File: src/design/scc_pkg.sv
// Overview of operation
// transmitter appends one or two high stop bits per stop-length bit.
// receiver checks only first stop bit; low second bit starts next frame.
// multi-node format overrides parity in async; ignored in sync mode.
// prescale select feeds baud generator with clk, /4, /16 or /64.
// control register always read/write, cleared by reset and standby.
// tx-empty irq while tx_buf_empty and enable bit 7; cleared either way.
// bit 6 gates rx-full and rx-error irqs; flag or enable clear removes.
// while tx_enable is 0 the tx_buf_empty flag is held at 1.
// transmission starts after holding write and tx_buf_empty cleared.
// software programs frame format before enabling tx or rx.
// clearing rx_enable leaves rx-full and error flags unchanged.
// receiver starts on start bit (async) or incoming clock (sync).
// address wait blocks transfer, flags and rx irqs until address frame.
// address frame sets rx_addr_bit and clears address-wait gate.
// address wait only works in async mode with multi-node format.
// tx-done irq when no new data at last bit; cleared via flag or enable.
// clock select 0x internal, 1x external; 01 async outputs bit clock.
// low select bit matters only async internal; sync pin always bit clock (sync sclk_o here toggles only every 8 bits).
// status writes never set flags; read-1 then write-0 clears; two ignore.
// status register resets and enters standby as 0x84.
// tx_buf_empty set by reset, standby, tx disable, or load to shifter.
// rx_buf_full set on clean frame; cleared by reset, r1w0 or dma read.
// rx_buf_full still set at frame end flags overrun and drops data.
// framing error on low first stop bit; data kept, rx_buf_full unset.
// tx_done_flag set at last bit with empty buffer, reset, or tx disable.
// format bit 7 selects async (0) or clocked synchronous (1) mode.
package scc_pkg;
	localparam logic [2:0] SCC_ADDR_FMT = 3'h0;
	localparam logic [2:0] SCC_ADDR_CTRL = 3'h2;
	localparam logic [2:0] SCC_ADDR_TXD = 3'h3;
	localparam logic [2:0] SCC_ADDR_FLAGS = 3'h4;
	localparam logic [2:0] SCC_ADDR_RXD = 3'h5;
	localparam logic [7:0] SCC_FMT_RST = 8'h00;
	localparam logic [7:0] SCC_CTRL_RST = 8'h00;
	localparam logic [7:0] SCC_FLAGS_RST = 8'h84;
	localparam logic [7:0] SCC_TXD_RST = 8'hff;
	localparam logic [7:0] SCC_RXD_RST = 8'h00;
	localparam int F_SYNC = 7;
	localparam int F_CHR = 6;
	localparam int F_PE = 5;
	localparam int F_ODD = 4;
	localparam int F_STOP = 3;
	localparam int F_MP = 2;
	localparam int C_TIE = 7;
	localparam int C_RIE = 6;
	localparam int C_TE = 5;
	localparam int C_RE = 4;
	localparam int C_ADDR_WAIT_GATE = 3;
	localparam int C_TXDONE_IRQ_EN = 2;
	localparam int C_CKE1 = 1;
	localparam int C_CKE0 = 0;
	localparam int S_TX_BUF_EMPTY = 7;
	localparam int S_RX_BUF_FULL = 6;
	localparam int S_OVERRUN_FLAG = 5;
	localparam int S_FER = 4;
	localparam int S_PER = 3;
	localparam int S_TX_DONE_FLAG = 2;
	localparam int S_MPB = 1;
	localparam int S_MPBT = 0;
	localparam logic [5:0] SCC_PRE_MAX = 6'h3f;
	localparam logic [3:0] SCC_OVS_LAST = 4'hf;
	localparam logic [3:0] SCC_OVS_MID = 4'h7;
	localparam logic [3:0] SCC_CNT_DATA8 = 4'h8;
	localparam logic [3:0] SCC_CNT_DATA7 = 4'h7;
	localparam logic [7:0] SCC_BAUD_DEF = 8'hff;
endpackage

File: src/design/scc_ctrl_status.sv
// The implementer's own choices: the register offsets and strobed register access.
`timescale 1ns/1ps
module scc_ctrl_status (
	input wire logic core_clk_i,
	input wire logic resetn_i,
	input wire logic standby_i,
	input wire logic [2:0] addr_i,
	input wire logic [7:0] wdata_i,
	input wire logic wr_i,
	input wire logic rd_i,
	output logic [7:0] rdata_o,
	input wire logic dma_tx_wr_i,
	input wire logic [7:0] dma_tx_data_i,
	input wire logic dma_rx_rd_i,
	input wire logic [7:0] baud_div_i,
	input wire logic rxd_i,
	output logic txd_o,
	input wire logic sclk_i,
	output logic sclk_o,
	output logic sclk_oe_o,
	output logic txempty_irq_o,
	output logic rxfull_irq_o,
	output logic rxerr_irq_o,
	output logic txdone_irq_o
);
	import scc_pkg::*;
	typedef enum logic [1:0] {
		SCC_IDLE = 2'b00,
		SCC_START = 2'b01,
		SCC_DATA = 2'b11,
		SCC_STOP = 2'b10
	} scc_state_t;

	logic [7:0] frame_cfg_reg;
	logic [7:0] ctrl_reg;
	logic [7:0] flags_reg;
	logic [7:0] tx_hold_reg;
	logic [7:0] rx_hold_reg;
	logic [7:0] seen_one;
	logic init;
	logic pre_tick;
	logic [7:0] baud_cnt;
	logic bit_tick;
	logic sync_mode;
	logic mp_fmt;
	logic ext_clk;
	logic sclk_q;
	logic sclk_prev;
	logic sclk_rise;
	logic samp_tick;
	logic flags_wr;
	logic txd_wr;
	scc_state_t tx_state;
	logic [9:0] tx_shift_reg;
	logic [3:0] tx_bits;
	logic [3:0] tx_ovs;
	logic tx_stop2;
	logic tx_load;
	logic tx_last;
	scc_state_t rx_state;
	logic [8:0] rx_shift_reg;
	logic [3:0] rx_bits;
	logic [3:0] rx_ovs;
	logic rx_end;
	logic rx_stop_ok;
	logic rx_par_ok;
	logic rx_mpb;
	logic addr_wait;
	logic rx_hold_err;
	logic [3:0] data_bits;
	logic next_tx_ovs_wrap;
	logic tx_bit_adv;
	logic [3:0] rx_nbits;
	logic [8:0] rx_aligned;

	assign init = standby_i;
	assign sync_mode = frame_cfg_reg[F_SYNC];
	assign mp_fmt = frame_cfg_reg[F_MP] & ~sync_mode;
	assign addr_wait = ctrl_reg[C_ADDR_WAIT_GATE] & mp_fmt;
	assign ext_clk = ctrl_reg[C_CKE1];
	assign data_bits = (frame_cfg_reg[F_CHR] & ~sync_mode) ?
		SCC_CNT_DATA7 : SCC_CNT_DATA8;
	assign flags_wr = wr_i & (addr_i == SCC_ADDR_FLAGS);
	assign txd_wr = wr_i & (addr_i == SCC_ADDR_TXD);
	// errors stall reception until software clears them
	assign rx_hold_err = flags_reg[S_OVERRUN_FLAG] | flags_reg[S_FER] |
		flags_reg[S_PER];

	scc_prescale u_pre (
		.core_clk_i(core_clk_i),
		.resetn_i(resetn_i),
		.prescale_sel_i(frame_cfg_reg[1:0]),
		.tick_o(pre_tick)
	);

	// bit-rate base counter; async internal runs 16 ticks per bit
	always_ff @(posedge core_clk_i or negedge resetn_i) begin
		if (!resetn_i) begin
			baud_cnt <= SCC_BAUD_DEF;
		end else if (pre_tick) begin
			baud_cnt <= (baud_cnt == 8'h00) ? baud_div_i : baud_cnt - 8'h01;
		end
	end
	assign bit_tick = pre_tick & (baud_cnt == 8'h00);

	// external clock: sampled as a synchronous level, edge detected
	always_ff @(posedge core_clk_i or negedge resetn_i) begin
		if (!resetn_i) begin
			// idle-high level, so no false edge follows reset
			sclk_q <= 1'b1;
			sclk_prev <= 1'b1;
		end else begin
			sclk_q <= sclk_i;
			sclk_prev <= sclk_q;
		end
	end
	assign sclk_rise = sclk_q & ~sclk_prev;
	assign samp_tick = ext_clk ? sclk_rise : bit_tick;


	always_ff @(posedge core_clk_i or negedge resetn_i) begin
		if (!resetn_i) begin
			sclk_o <= 1'b1;
		end else if (samp_tick && !ext_clk &&
			tx_ovs[2:0] == SCC_OVS_MID[2:0]) begin
			// two toggles per sixteen ticks give one period per async bit; sync bits advance every tick
			sclk_o <= ~sclk_o;
		end
	end
	assign sclk_oe_o = ~ext_clk & (sync_mode | ctrl_reg[C_CKE0]);


	always_ff @(posedge core_clk_i or negedge resetn_i) begin
		if (!resetn_i) begin
			frame_cfg_reg <= SCC_FMT_RST;
		end else if (init) begin
			frame_cfg_reg <= SCC_FMT_RST;
		end else if (wr_i && addr_i == SCC_ADDR_FMT) begin
			frame_cfg_reg <= wdata_i;
		end
	end

	always_ff @(posedge core_clk_i or negedge resetn_i) begin
		if (!resetn_i) begin
			ctrl_reg <= SCC_CTRL_RST;
		end else if (init) begin
			ctrl_reg <= SCC_CTRL_RST;
		end else begin
			if (wr_i && addr_i == SCC_ADDR_CTRL) begin
				ctrl_reg <= wdata_i;
			end
			if (rx_end && addr_wait && rx_mpb) begin
				ctrl_reg[C_ADDR_WAIT_GATE] <= 1'b0;
			end
		end
	end

	always_ff @(posedge core_clk_i or negedge resetn_i) begin
		if (!resetn_i) begin
			tx_hold_reg <= SCC_TXD_RST;
		end else if (init) begin
			tx_hold_reg <= SCC_TXD_RST;
		end else if (dma_tx_wr_i) begin
			tx_hold_reg <= dma_tx_data_i;
		end else if (txd_wr) begin
			tx_hold_reg <= wdata_i;
		end
	end

	// read-1 tracking per clearable flag
	for (genvar i = 0; i < 8; i++) begin : g_seen
		always_ff @(posedge core_clk_i or negedge resetn_i) begin
			if (!resetn_i) begin
				seen_one[i] <= 1'b0;
			end else if (init || !flags_reg[i] ||
				(flags_wr && !wdata_i[i])) begin
				// a flag that dropped must be read as 1 again
				seen_one[i] <= 1'b0;
			end else if (rd_i && addr_i == SCC_ADDR_FLAGS && flags_reg[i]) begin
				seen_one[i] <= 1'b1;
			end
		end
	end

	// transmitter: load once data is waiting and buffer flag cleared
	assign tx_load = (tx_state == SCC_IDLE) & ctrl_reg[C_TE] &
		~flags_reg[S_TX_BUF_EMPTY] & ~(sync_mode & rx_hold_err);
	// external async clock runs sixteen ticks per bit as well
	assign next_tx_ovs_wrap = sync_mode ? 1'b1 :
		(tx_ovs == SCC_OVS_LAST);
	assign tx_bit_adv = samp_tick & next_tx_ovs_wrap;
	assign tx_last = tx_bit_adv & (tx_state == SCC_STOP) &
		(tx_stop2 | sync_mode | ~frame_cfg_reg[F_STOP]);

	always_ff @(posedge core_clk_i or negedge resetn_i) begin
		if (!resetn_i) begin
			tx_state <= SCC_IDLE;
			tx_shift_reg <= '1;
			tx_bits <= '0;
			tx_ovs <= '0;
			tx_stop2 <= 1'b0;
			txd_o <= 1'b1;
		end else if (init || !ctrl_reg[C_TE]) begin
			tx_state <= SCC_IDLE;
			tx_ovs <= '0;
			txd_o <= 1'b1;
		end else begin
			if (samp_tick) begin
				tx_ovs <= tx_ovs + 4'h1;
			end
			case (tx_state)
				SCC_IDLE: begin
					if (tx_load) begin
						// parity or address bit rides above the data
						tx_shift_reg <= {1'b1, mp_fmt ? flags_reg[S_MPBT] :
							(^tx_hold_reg) ^ frame_cfg_reg[F_ODD], tx_hold_reg};
						if (data_bits == SCC_CNT_DATA7) begin
							tx_shift_reg[7] <= mp_fmt ? flags_reg[S_MPBT] :
								(^tx_hold_reg[6:0]) ^ frame_cfg_reg[F_ODD];
						end
						tx_state <= sync_mode ? SCC_DATA : SCC_START;
						tx_bits <= '0;
						tx_ovs <= '0;
						tx_stop2 <= 1'b0;
						txd_o <= sync_mode ? tx_hold_reg[0] : 1'b0;
					end
				end
				SCC_START: begin
					if (tx_bit_adv) begin
						tx_state <= SCC_DATA;
						txd_o <= tx_shift_reg[0];
					end
				end
				SCC_DATA: begin
					if (tx_bit_adv) begin
						tx_shift_reg <= {1'b1, tx_shift_reg[9:1]};
						tx_bits <= tx_bits + 4'h1;

						if (tx_bits == data_bits - 4'h1 +
							{3'h0, ~sync_mode & (mp_fmt | frame_cfg_reg[F_PE])}) begin
							tx_state <= SCC_STOP;
							txd_o <= 1'b1;
						end else begin
							txd_o <= tx_shift_reg[1];
						end
					end
				end
				SCC_STOP: begin
					if (tx_last) begin
						tx_state <= SCC_IDLE;
					end else if (tx_bit_adv) begin
						tx_stop2 <= 1'b1;
					end
				end
				default: tx_state <= SCC_IDLE;
			endcase
		end
	end

	// receiver
	assign rx_stop_ok = rxd_i;
	// frame bits enter at the top; shift the frame down to bit 0
	assign rx_nbits = data_bits +
		{3'h0, ~sync_mode & (mp_fmt | frame_cfg_reg[F_PE])};
	assign rx_aligned = rx_shift_reg >> (SCC_CNT_DATA8 + 4'h1 - rx_nbits);
	assign rx_mpb = rx_aligned[data_bits];
	assign rx_par_ok = ~frame_cfg_reg[F_PE] | mp_fmt |
		((^rx_shift_reg) == frame_cfg_reg[F_ODD]);
	// first stop bit sampled in its middle, like the data bits
	assign rx_end = (rx_state == SCC_STOP) & samp_tick &
		(sync_mode | rx_ovs == SCC_OVS_LAST);

	always_ff @(posedge core_clk_i or negedge resetn_i) begin
		if (!resetn_i) begin
			rx_state <= SCC_IDLE;
			rx_shift_reg <= '0;
			rx_bits <= '0;
			rx_ovs <= '0;
		end else if (init || !ctrl_reg[C_RE] || rx_hold_err) begin
			rx_state <= SCC_IDLE;
			rx_ovs <= '0;
		end else begin
			if (samp_tick) begin
				rx_ovs <= rx_ovs + 4'h1;
			end
			case (rx_state)
				SCC_IDLE: begin

					if (sync_mode ? samp_tick : !rxd_i) begin
						rx_state <= sync_mode ? SCC_DATA : SCC_START;
						rx_ovs <= '0;
						rx_bits <= '0;
						rx_shift_reg <= '0;
						if (sync_mode) begin
							rx_shift_reg <= {rxd_i, 8'h00};
							rx_bits <= 4'h1;
						end
					end
				end
				SCC_START: begin
					if (samp_tick && rx_ovs == SCC_OVS_MID) begin
						rx_state <= rxd_i ? SCC_IDLE : SCC_DATA;
						rx_ovs <= '0;
					end
				end
				SCC_DATA: begin
					if (samp_tick &&
						(sync_mode || rx_ovs == SCC_OVS_LAST)) begin
						rx_shift_reg <= {rxd_i, rx_shift_reg[8:1]};
						rx_bits <= rx_bits + 4'h1;
						if (rx_bits == data_bits - 4'h1 +
							{3'h0, ~sync_mode & (mp_fmt | frame_cfg_reg[F_PE])}) begin
							rx_state <= SCC_STOP;
						end
					end
				end
				SCC_STOP: begin
					// only first stop bit is sampled
					if (rx_end) begin
						rx_state <= SCC_IDLE;
					end
				end
				default: rx_state <= SCC_IDLE;
			endcase
		end
	end

	// receive holding register untouched by overrun; framing and parity error frames still load it
	always_ff @(posedge core_clk_i or negedge resetn_i) begin
		if (!resetn_i) begin
			rx_hold_reg <= SCC_RXD_RST;
		end else if (init) begin
			rx_hold_reg <= SCC_RXD_RST;
		end else if (rx_end && !flags_reg[S_RX_BUF_FULL] &&
			!(addr_wait && !rx_mpb)) begin
			// 7-bit frames leave their parity or address bit out
			rx_hold_reg <= rx_aligned[7:0] &
				{data_bits != SCC_CNT_DATA7, 7'h7f};
		end
	end

	always_ff @(posedge core_clk_i or negedge resetn_i) begin
		if (!resetn_i) begin
			flags_reg <= SCC_FLAGS_RST;
		end else if (init) begin
			flags_reg <= SCC_FLAGS_RST;
		end else begin
			// clears first, hardware sets below win
			if (flags_wr) begin
				for (int b = S_PER; b <= S_TX_BUF_EMPTY; b++) begin
					if (!wdata_i[b] && seen_one[b]) begin
						flags_reg[b] <= 1'b0;
					end
				end
				flags_reg[S_MPBT] <= wdata_i[S_MPBT];
				if (!wdata_i[S_TX_BUF_EMPTY] && seen_one[S_TX_BUF_EMPTY]) begin
					flags_reg[S_TX_DONE_FLAG] <= 1'b0;
				end
			end
			if (dma_tx_wr_i) begin
				flags_reg[S_TX_BUF_EMPTY] <= 1'b0;
				flags_reg[S_TX_DONE_FLAG] <= 1'b0;
			end
			if (dma_rx_rd_i) begin
				flags_reg[S_RX_BUF_FULL] <= 1'b0;
			end
			if (tx_load) begin
				flags_reg[S_TX_BUF_EMPTY] <= 1'b1;
			end
			if (tx_last && flags_reg[S_TX_BUF_EMPTY] && !tx_load) begin
				flags_reg[S_TX_DONE_FLAG] <= 1'b1;
			end
			if (!ctrl_reg[C_TE]) begin
				flags_reg[S_TX_BUF_EMPTY] <= 1'b1;
				flags_reg[S_TX_DONE_FLAG] <= 1'b1;
			end
			// nothing here looks at rx_enable
			if (rx_end && !(addr_wait && !rx_mpb)) begin
				if (mp_fmt) begin
					flags_reg[S_MPB] <= rx_mpb;
				end
				if (flags_reg[S_RX_BUF_FULL]) begin
					flags_reg[S_OVERRUN_FLAG] <= 1'b1;
				end else if (!sync_mode && !rx_stop_ok) begin
					flags_reg[S_FER] <= 1'b1;
				end else if (!sync_mode && !rx_par_ok) begin
					flags_reg[S_PER] <= 1'b1;
				end else begin
					flags_reg[S_RX_BUF_FULL] <= 1'b1;
				end
			end
		end
	end


	assign txempty_irq_o = flags_reg[S_TX_BUF_EMPTY] & ctrl_reg[C_TIE];
	assign rxfull_irq_o = flags_reg[S_RX_BUF_FULL] & ctrl_reg[C_RIE];
	assign rxerr_irq_o = rx_hold_err & ctrl_reg[C_RIE];
	assign txdone_irq_o = flags_reg[S_TX_DONE_FLAG] & ctrl_reg[C_TXDONE_IRQ_EN];

	always_ff @(posedge core_clk_i or negedge resetn_i) begin
		if (!resetn_i) begin
			rdata_o <= '0;
		end else if (rd_i) begin
			case (addr_i)
				SCC_ADDR_FMT: rdata_o <= frame_cfg_reg;
				SCC_ADDR_CTRL: rdata_o <= ctrl_reg;
				SCC_ADDR_TXD: rdata_o <= tx_hold_reg;
				SCC_ADDR_FLAGS: rdata_o <= flags_reg;
				SCC_ADDR_RXD: rdata_o <= rx_hold_reg;
				default: rdata_o <= '0;
			endcase
		end else begin
			rdata_o <= '0;
		end
	end
endmodule

File: src/design/scc_prescale.sv
`timescale 1ns/1ps
module scc_prescale (
	input wire logic core_clk_i,
	input wire logic resetn_i,
	input wire logic [1:0] prescale_sel_i,
	output logic tick_o
);
	import scc_pkg::*;
	logic [5:0] div;
	always_ff @(posedge core_clk_i or negedge resetn_i) begin
		if (!resetn_i) begin
			div <= '0;
		end else begin
			div <= div + 6'h01;
		end
	end

	always_comb begin
		case (prescale_sel_i)
			2'h0: tick_o = 1'b1;
			2'h1: tick_o = (div[1:0] == SCC_PRE_MAX[1:0]);
			2'h2: tick_o = (div[3:0] == SCC_PRE_MAX[3:0]);
			default: tick_o = (div == SCC_PRE_MAX);
		endcase
	end
endmodule

File: config.mk
export PLATFORM = sky130hd
export DESIGN_NAME = scc_ctrl_status
export DESIGN_NICKNAME = d
export VERILOG_FILES = /design/src/design/scc_pkg.sv /design/src/design/scc_ctrl_status.sv /design/src/design/scc_prescale.sv
export SDC_FILE = /design/constraint.sdc
export NUM_CORES = 1
export LEC_CHECK = 0
export ABC_AREA = 1
export BUFFER_PORTS_ARGS = -buffer_cell sky130_fd_sc_hd__buf_2
export CORE_ASPECT_RATIO = 1.5
export CORE_MARGIN = 2
export CORE_UTILIZATION = 45
export CTS_BUF_LIST = sky130_fd_sc_hd__clkbuf_8 sky130_fd_sc_hd__clkbuf_16
export DETAILED_ROUTE_END_ITERATION = 16
export PLACE_DENSITY = 0.65
export SYNTH_ARGS = -nofsm -noshare
export SYNTH_HDL_FRONTEND = slang
export SYNTH_SLANG_ARGS = --single-unit
File: constraint.sdc
create_clock -name core_clk_i -period 2.38 [get_ports core_clk_i]
set_input_delay 0.119 -clock core_clk_i [delete_from_list [all_inputs] [get_ports core_clk_i]]
set_output_delay 0.119 -clock core_clk_i [all_outputs]
set_load 0.01 [all_outputs]
; Word-level counts from Yosys, hierarchy flattened
; Index checks and enable logic that the tools add are counted.
[totals]
ff_bits = 111
output_inout_bits = 15
elab_cells = 339
[classes]
n_addsub = 10
n_lt_le_gt_ge = 1
n_eq_ne = 44
n_shift = 1
n_mux = 109
n_bitwise = 44
n_reduce_logical = 99
[ops]
columns = op, count
row1 = 2-to-1 mux 8 bit, 12
row2 = 2-to-1 mux 4 bit, 14
row3 = 2-to-1 mux 1 bit, 50
row4 = one-hot mux 8 bit (5 select lines), 1
row5 = logical AND 1 bit, 32
row6 = 2-to-1 mux 2 bit, 15
row7 = nonzero test 2 bit, 14
row8 = 2-to-1 mux 9 bit, 3
row9 = one-hot mux 4 bit (2 select lines), 3
row10 = AND 1 bit, 22
row11 = != test 3 bit (second input constant), 7
row12 = 2-to-1 mux 10 bit, 2
row13 = != test 5 x 3 -> 1 bit (second input constant), 4
row14 = one-hot mux 10 bit (2 select lines), 1
row15 = logical NOT 1 bit, 19
row16 = one-hot mux 9 bit (2 select lines), 1
row17 = adder 4 x 1 -> 4 bit (second input constant), 4
row18 = one-hot mux 2 bit (4 select lines), 2
row19 = AND reduction 5 bit, 3
row20 = logical OR 1 bit, 14
row21 = == test 2 bit (second input constant), 6
row22 = == test 4 bit (second input constant), 3
row23 = != test 2 bit (second input constant), 6
row24 = AND reduction 4 bit, 3
row25 = other kinds (33), 67

; Longest topological paths before layout
[depth]
word_depth = 15
depth_mapped = 15
ltp_nobuf = 14

; By module
; Synthesis repeated with hierarchy kept, for this count alone.
[hier_totals]
hier_cells = 808
hier_area_um2 = 6301.0
[by_module_without_submodules]
columns = module, instances, cells_each, area_per_inst_um2
row1 = scc_ctrl_status, 1, 774, 6015.8
row2 = scc_prescale, 1, 34, 285.3

; Worst setup path before layout
; Ideal clock, no wire load.
[synth_timing]
path_kind = reg2reg
startpoint = register frame_cfg_reg[7]
endpoint = register rx_hold_reg[0]
arrival_time_ps = 2294
slack_ps = 20
stages_incl_launch_ff = 13
path_buffers = 2
period_less_slack_ps = 2360
cell_sequence = dfrtp_1 > buf_4 > nor2_1 > nor2_1 > ha_1 > clkbuf_1 > o21ai_0 > o211ai_1 > nand2_1 > nand4_2 > o21ai_1 > nand2_1 > nand2_1
[synth_via]
elab_chain_len = 14
[synth_lines]
columns = element, line
row1 = from (decl), scc_ctrl_status.sv:34  ; logic [7:0] frame_cfg_reg;
row2 = from (signal assigned), scc_ctrl_status.sv:139  ; frame_cfg_reg <= wdata_i;
row3 = inverter 1 bit, "scc_ctrl_status.sv:78, scc_ctrl_status.sv:81, scc_ctrl_status.sv:264"
row4 = AND 1 bit, scc_ctrl_status.sv:78  ; assign mp_fmt = frame_cfg_reg[F_MP] & ~sync_mode;
row5 = bitwise OR 1 bit, scc_ctrl_status.sv:264  ; {3'h0, ~sync_mode & (mp_fmt | frame_cfg_reg[F_PE])};
row6 = AND 1 bit, scc_ctrl_status.sv:264
row7 = adder 4 x 1 -> 4 bit, scc_ctrl_status.sv:263  ; assign rx_nbits = data_bits +
row8 = subtractor 4 bit, scc_ctrl_status.sv:265  ; assign rx_aligned = rx_shift_reg >> (SCC_CNT_DATA8 + 4'h1 - rx_nbits);
row9 = >> shifter 9 x 4 -> 9 bit, scc_ctrl_status.sv:265
row10 = binary-select mux 1 bit (select 4 bit), scc_ctrl_status.sv:266  ; assign rx_mpb = rx_aligned[data_bits];
row11 = 2-to-1 mux 1 bit (not written as such), scc_ctrl_status.sv:266
row12 = logical NOT 1 bit, scc_ctrl_status.sv:335  ; !(addr_wait && !rx_mpb)) begin
row13 = logical AND 1 bit, scc_ctrl_status.sv:335
row14 = logical NOT 1 bit, scc_ctrl_status.sv:335
row15 = logical AND 1 bit, scc_ctrl_status.sv:334  ; end else if (rx_end && !flags_reg[S_RX_BUF_FULL] &&
row16 = nonzero test 2 bit (no source line), n/a
row17 = to (signal assigned), scc_ctrl_status.sv:337  ; rx_hold_reg <= rx_aligned[7:0] &
row18 = to (decl), scc_ctrl_status.sv:38  ; logic [7:0] rx_hold_reg;
; Several ways; a longest one is shown, not always the timed one. The select of a mux whose other input is x is not followed.
; A chain may end at the register's enable or synchronous reset.

; Worst setup path after layout
[layout_timing]
startpoint = register frame_cfg_reg[7]
endpoint = register rx_hold_reg[1]
; The elaborated chain is that of the path after synthesis.

==> metrics.cfg <==
[place]
portBuffers=50
dp_hpwl_um=11900
dpl_cell_area_um2=6730
post-place-cells=999
place.gp.congestion=0.996

[clocking]
cts_max_level=3
clkSlewWorstSetupHoldPaths_ps=70
cts_tree=yes
clk_latency_ps=360
cts_made_buffers=9
root_buffer=clkbuf_16
cts.sinks=110
clk_path_buf_depth=2

[sta]
hold_viol=0
post-route-period-util_pct=89.7
skew_ps=12.5
fin_crit_ps=2130
whs_ps=8.13
drv_slew=0
max_slew_margin_pct=55.2
tightest_slew_ps=671
rsz0062_at_grt=false
setup_violations=0
max_freq_mhz=468
setup-tns-final_ps=0

[run]
cap_viol_max_count=0

[floorplan]
die_width_um=100
dieHeight_um=148
rows=52
initial_utilization_pct=46.0
coreArea_um2=13500
die_area_um2=14800
pin_count=51

[yosys]
synth-warning-count=0
synth_compound_area_share_pct=15.9
synth_seq_cells=110
syn_avg_cell_area_um2=7.90
synth_fp_nets=837
syn-cell-area_um2=6220
muxShareOfSynthArea_pct=0.362
synthAdderAreaFrac_pct=2.82
synth_top_family_by_area=simple AND/OR/NAND/NOR gates
synth_xor_area_share_pct=4.51
async_flop_share_pct=100
syn_inst=787
synthTopCellsByArea=dfrtp_1, dfstp_2, nand2_1
seq_area_frac_synth_pct=44.9
synth_top_area_share_pct=31.8
yosysUniqueCellTypes=41
ys.flop_type=dfrtp_1
synth_edf_count=0
yosys.area.top_type=dfrtp_1
synthSimpleGateAreaFrac_pct=23.8

[routing]
routed_wl_um=15500
vias_per_cell=5.26
drt-initial-drc-count=240
drcViolationCount=0
ant_nets=0
wl_per_cell_um=15.2
drt_pre_antenna_iters=6
vias=5353

[global_route]
met3_usage_pct=2.32
grt_pass1_vias=5229
grt_util_all_layers_pct=22.1
grt_max_degree=51
met2_usage_pct=37.5
busiest_layer=met2
grt_util_met1_pct=27.2
grt_overflow=0
grt_antenna_before_repair=0
grt_pass1_wl_um=25700

[worst_setup_path]
crit_start=frame_cfg_reg[7]
critPathRequiredTime_ps=2630
rr_worst_depth=13
reg2reg_from=frame_cfg_reg[7]
cp_common_cell=nand2_1
slowest_delay_ps=420
r2r_slack_ps=250
critPathBufInv=1
path_cells=nor2_1 > nor2_1 > ha_1 > nor2_1 > inv_1 > nand2_1 > o211ai_1 > nand2_1 > nand4_4 > nor2_4 > nor2_4 > nand2_1 > nand2_1
timing.rr.end=rx_hold_reg[1]
worstSetupPathType=reg2reg
worstSetupStartpointType=flip-flop
cp.arrival_ps=2380
cp_max_fo=8
cp_slowest_cell=dfrtp_1
crit_path_end_kind=flip-flop
cpLargestDelayFamily=simple AND/OR/NAND/NOR gates

[min_path]
holdPathEnd=tx_hold_reg[0]
hold_path.class=in2reg
hold_depth=3
min-delay-start=wdata_i[0]

[finish]
fin_nets=901
area_growth_pct=13.3
diodes=0
drive_gt1_share_pct=19.0
final_area_um2=7050
layout.cells.non_filler=1018

[run_status]
status=finished, final reports clean

[pwr]
p_per_area_nw_per_um2=683
ir_drop_uv=398
total_power_w=0.00481
p_leak_nw=3.38

## worst max path at each step
| stage | endpoint | slack, ps | cells past startpoint |
|---|---|---|---|
| 2_1_floorplan | rx_hold_reg[0] | 20 | 12 |
| 3_5_place_dp | rx_hold_reg[2] | 70 | 10 |
| 3_3_place_gp | rx_hold_reg[2] | 180 | 10 |
| 6_report | rx_hold_reg[1] | 250 | 13 |
| 4_1_cts | rx_hold_reg[3] | 40 | 10 |
| 5_1_grt | rx_hold_reg[1] | 10 | 13 |
## metal layers
layer	up-vias	share of wire (%)
li1	2701	-
met1	2499	42
met2	110	50
met3	43	3.4
met4	0	5.2
met5	-	0
## per-stage QoR
step | setup slack, ps | util (%)
5_1_grt | 11.1 | 52.1
6_report | 245 | 52.1
2_1_floorplan | 20.2 | -
3_3_place_gp | 178 | 49.7
4_1_cts | 41.9 | 51.9
3_5_place_dp | 73.7 | 49.7
## power by group
group / internal (W) / switching (W)
clock: 0.000725 / 0.000744
sequential: 0.00215 / 0.000158
combinational: 0.000396 / 0.000639
## final cells by class
type                    instances  area (µm²)
multi-input cells             557        2950
fillers                      1327        6490
repair buffers                 72         435
clock buffers                   9         225
well taps                     162         203
clock inverters                 7        56.3
inverters                     101         382
flip-flops and latches        110        2790
## Yosys cell counts, types with 14 or more instances
| cell | instances |
|---|---|
| nand2_1 | 193 |
| inv_1 | 98 |
| dfrtp_1 | 79 |
| o21ai_0 | 64 |
| nor2_1 | 61 |
| nand3_1 | 42 |
| a21oi_1 | 35 |
| dfstp_2 | 31 |
| xnor2_1 | 20 |
| a31oi_1 | 19 |
| o22ai_1 | 18 |
| ha_1 | 14 |
| o21ai_2 | 14 |
## cells by family (layout without fill, tap and decap cells)
kind of cell | after synthesis | after routing
AND/OR/NAND/NOR | 341 | 341
AO/OA/AOI/OAI | 168 | 168
buffers and inverters | 120 | 189
flip-flops | 110 | 110
XOR/XNOR | 32 | 32
adder cells (fa/ha/maj) | 14 | 14
multiplexers | 2 | 2
## tightest hold or removal path: cells and delay by family
kind | cells | cell delay, ps
AO/OA/AOI/OAI | 1 | 70
buffers and inverters | 1 | 110
AND/OR/NAND/NOR | 1 | 60
## placed cells by master (no fill, tap or decap), types with 2 or more instances in the layout
cell type	Yosys	final
nor2_1	61	61
nand3_1	42	42
a31oi_1	19	19
o21ai_1	5	5
buf_2	2	49
a21oi_1	35	35
clkbuf_16	0	9
o31ai_1	3	3
o2111ai_1	2	2
ha_1	14	14
nor3_1	10	10
nor2_4	3	3
o22ai_1	18	18
inv_6	0	3
or2_2	5	5
o211ai_1	2	2
nor2_2	2	2
clkinv_4	0	2
dlygate4sd3_1	0	2
mux2_2	2	2
o21bai_1	3	3
dfstp_2	31	31
nand2_2	12	12
xnor2_1	20	20
nand4_1	8	8
o21ai_2	14	15
o21ai_0	64	63
dfrtp_1	79	79
xor2_1	12	12
buf_4	2	20
nand2_1	193	193
inv_1	98	98
## repair_timing
| item | in CTS | in global routing |
|---|---|---|
| setup endpoints to repair | 0 | 10 |
| hold endpoints to repair | 37 | 0 |
| setup buffers | 0 | 1 |
| hold buffers | 2 | 0 |
| resized for setup | 0 | 3 |
Note: power is estimated with default switching activity, not from simulation.
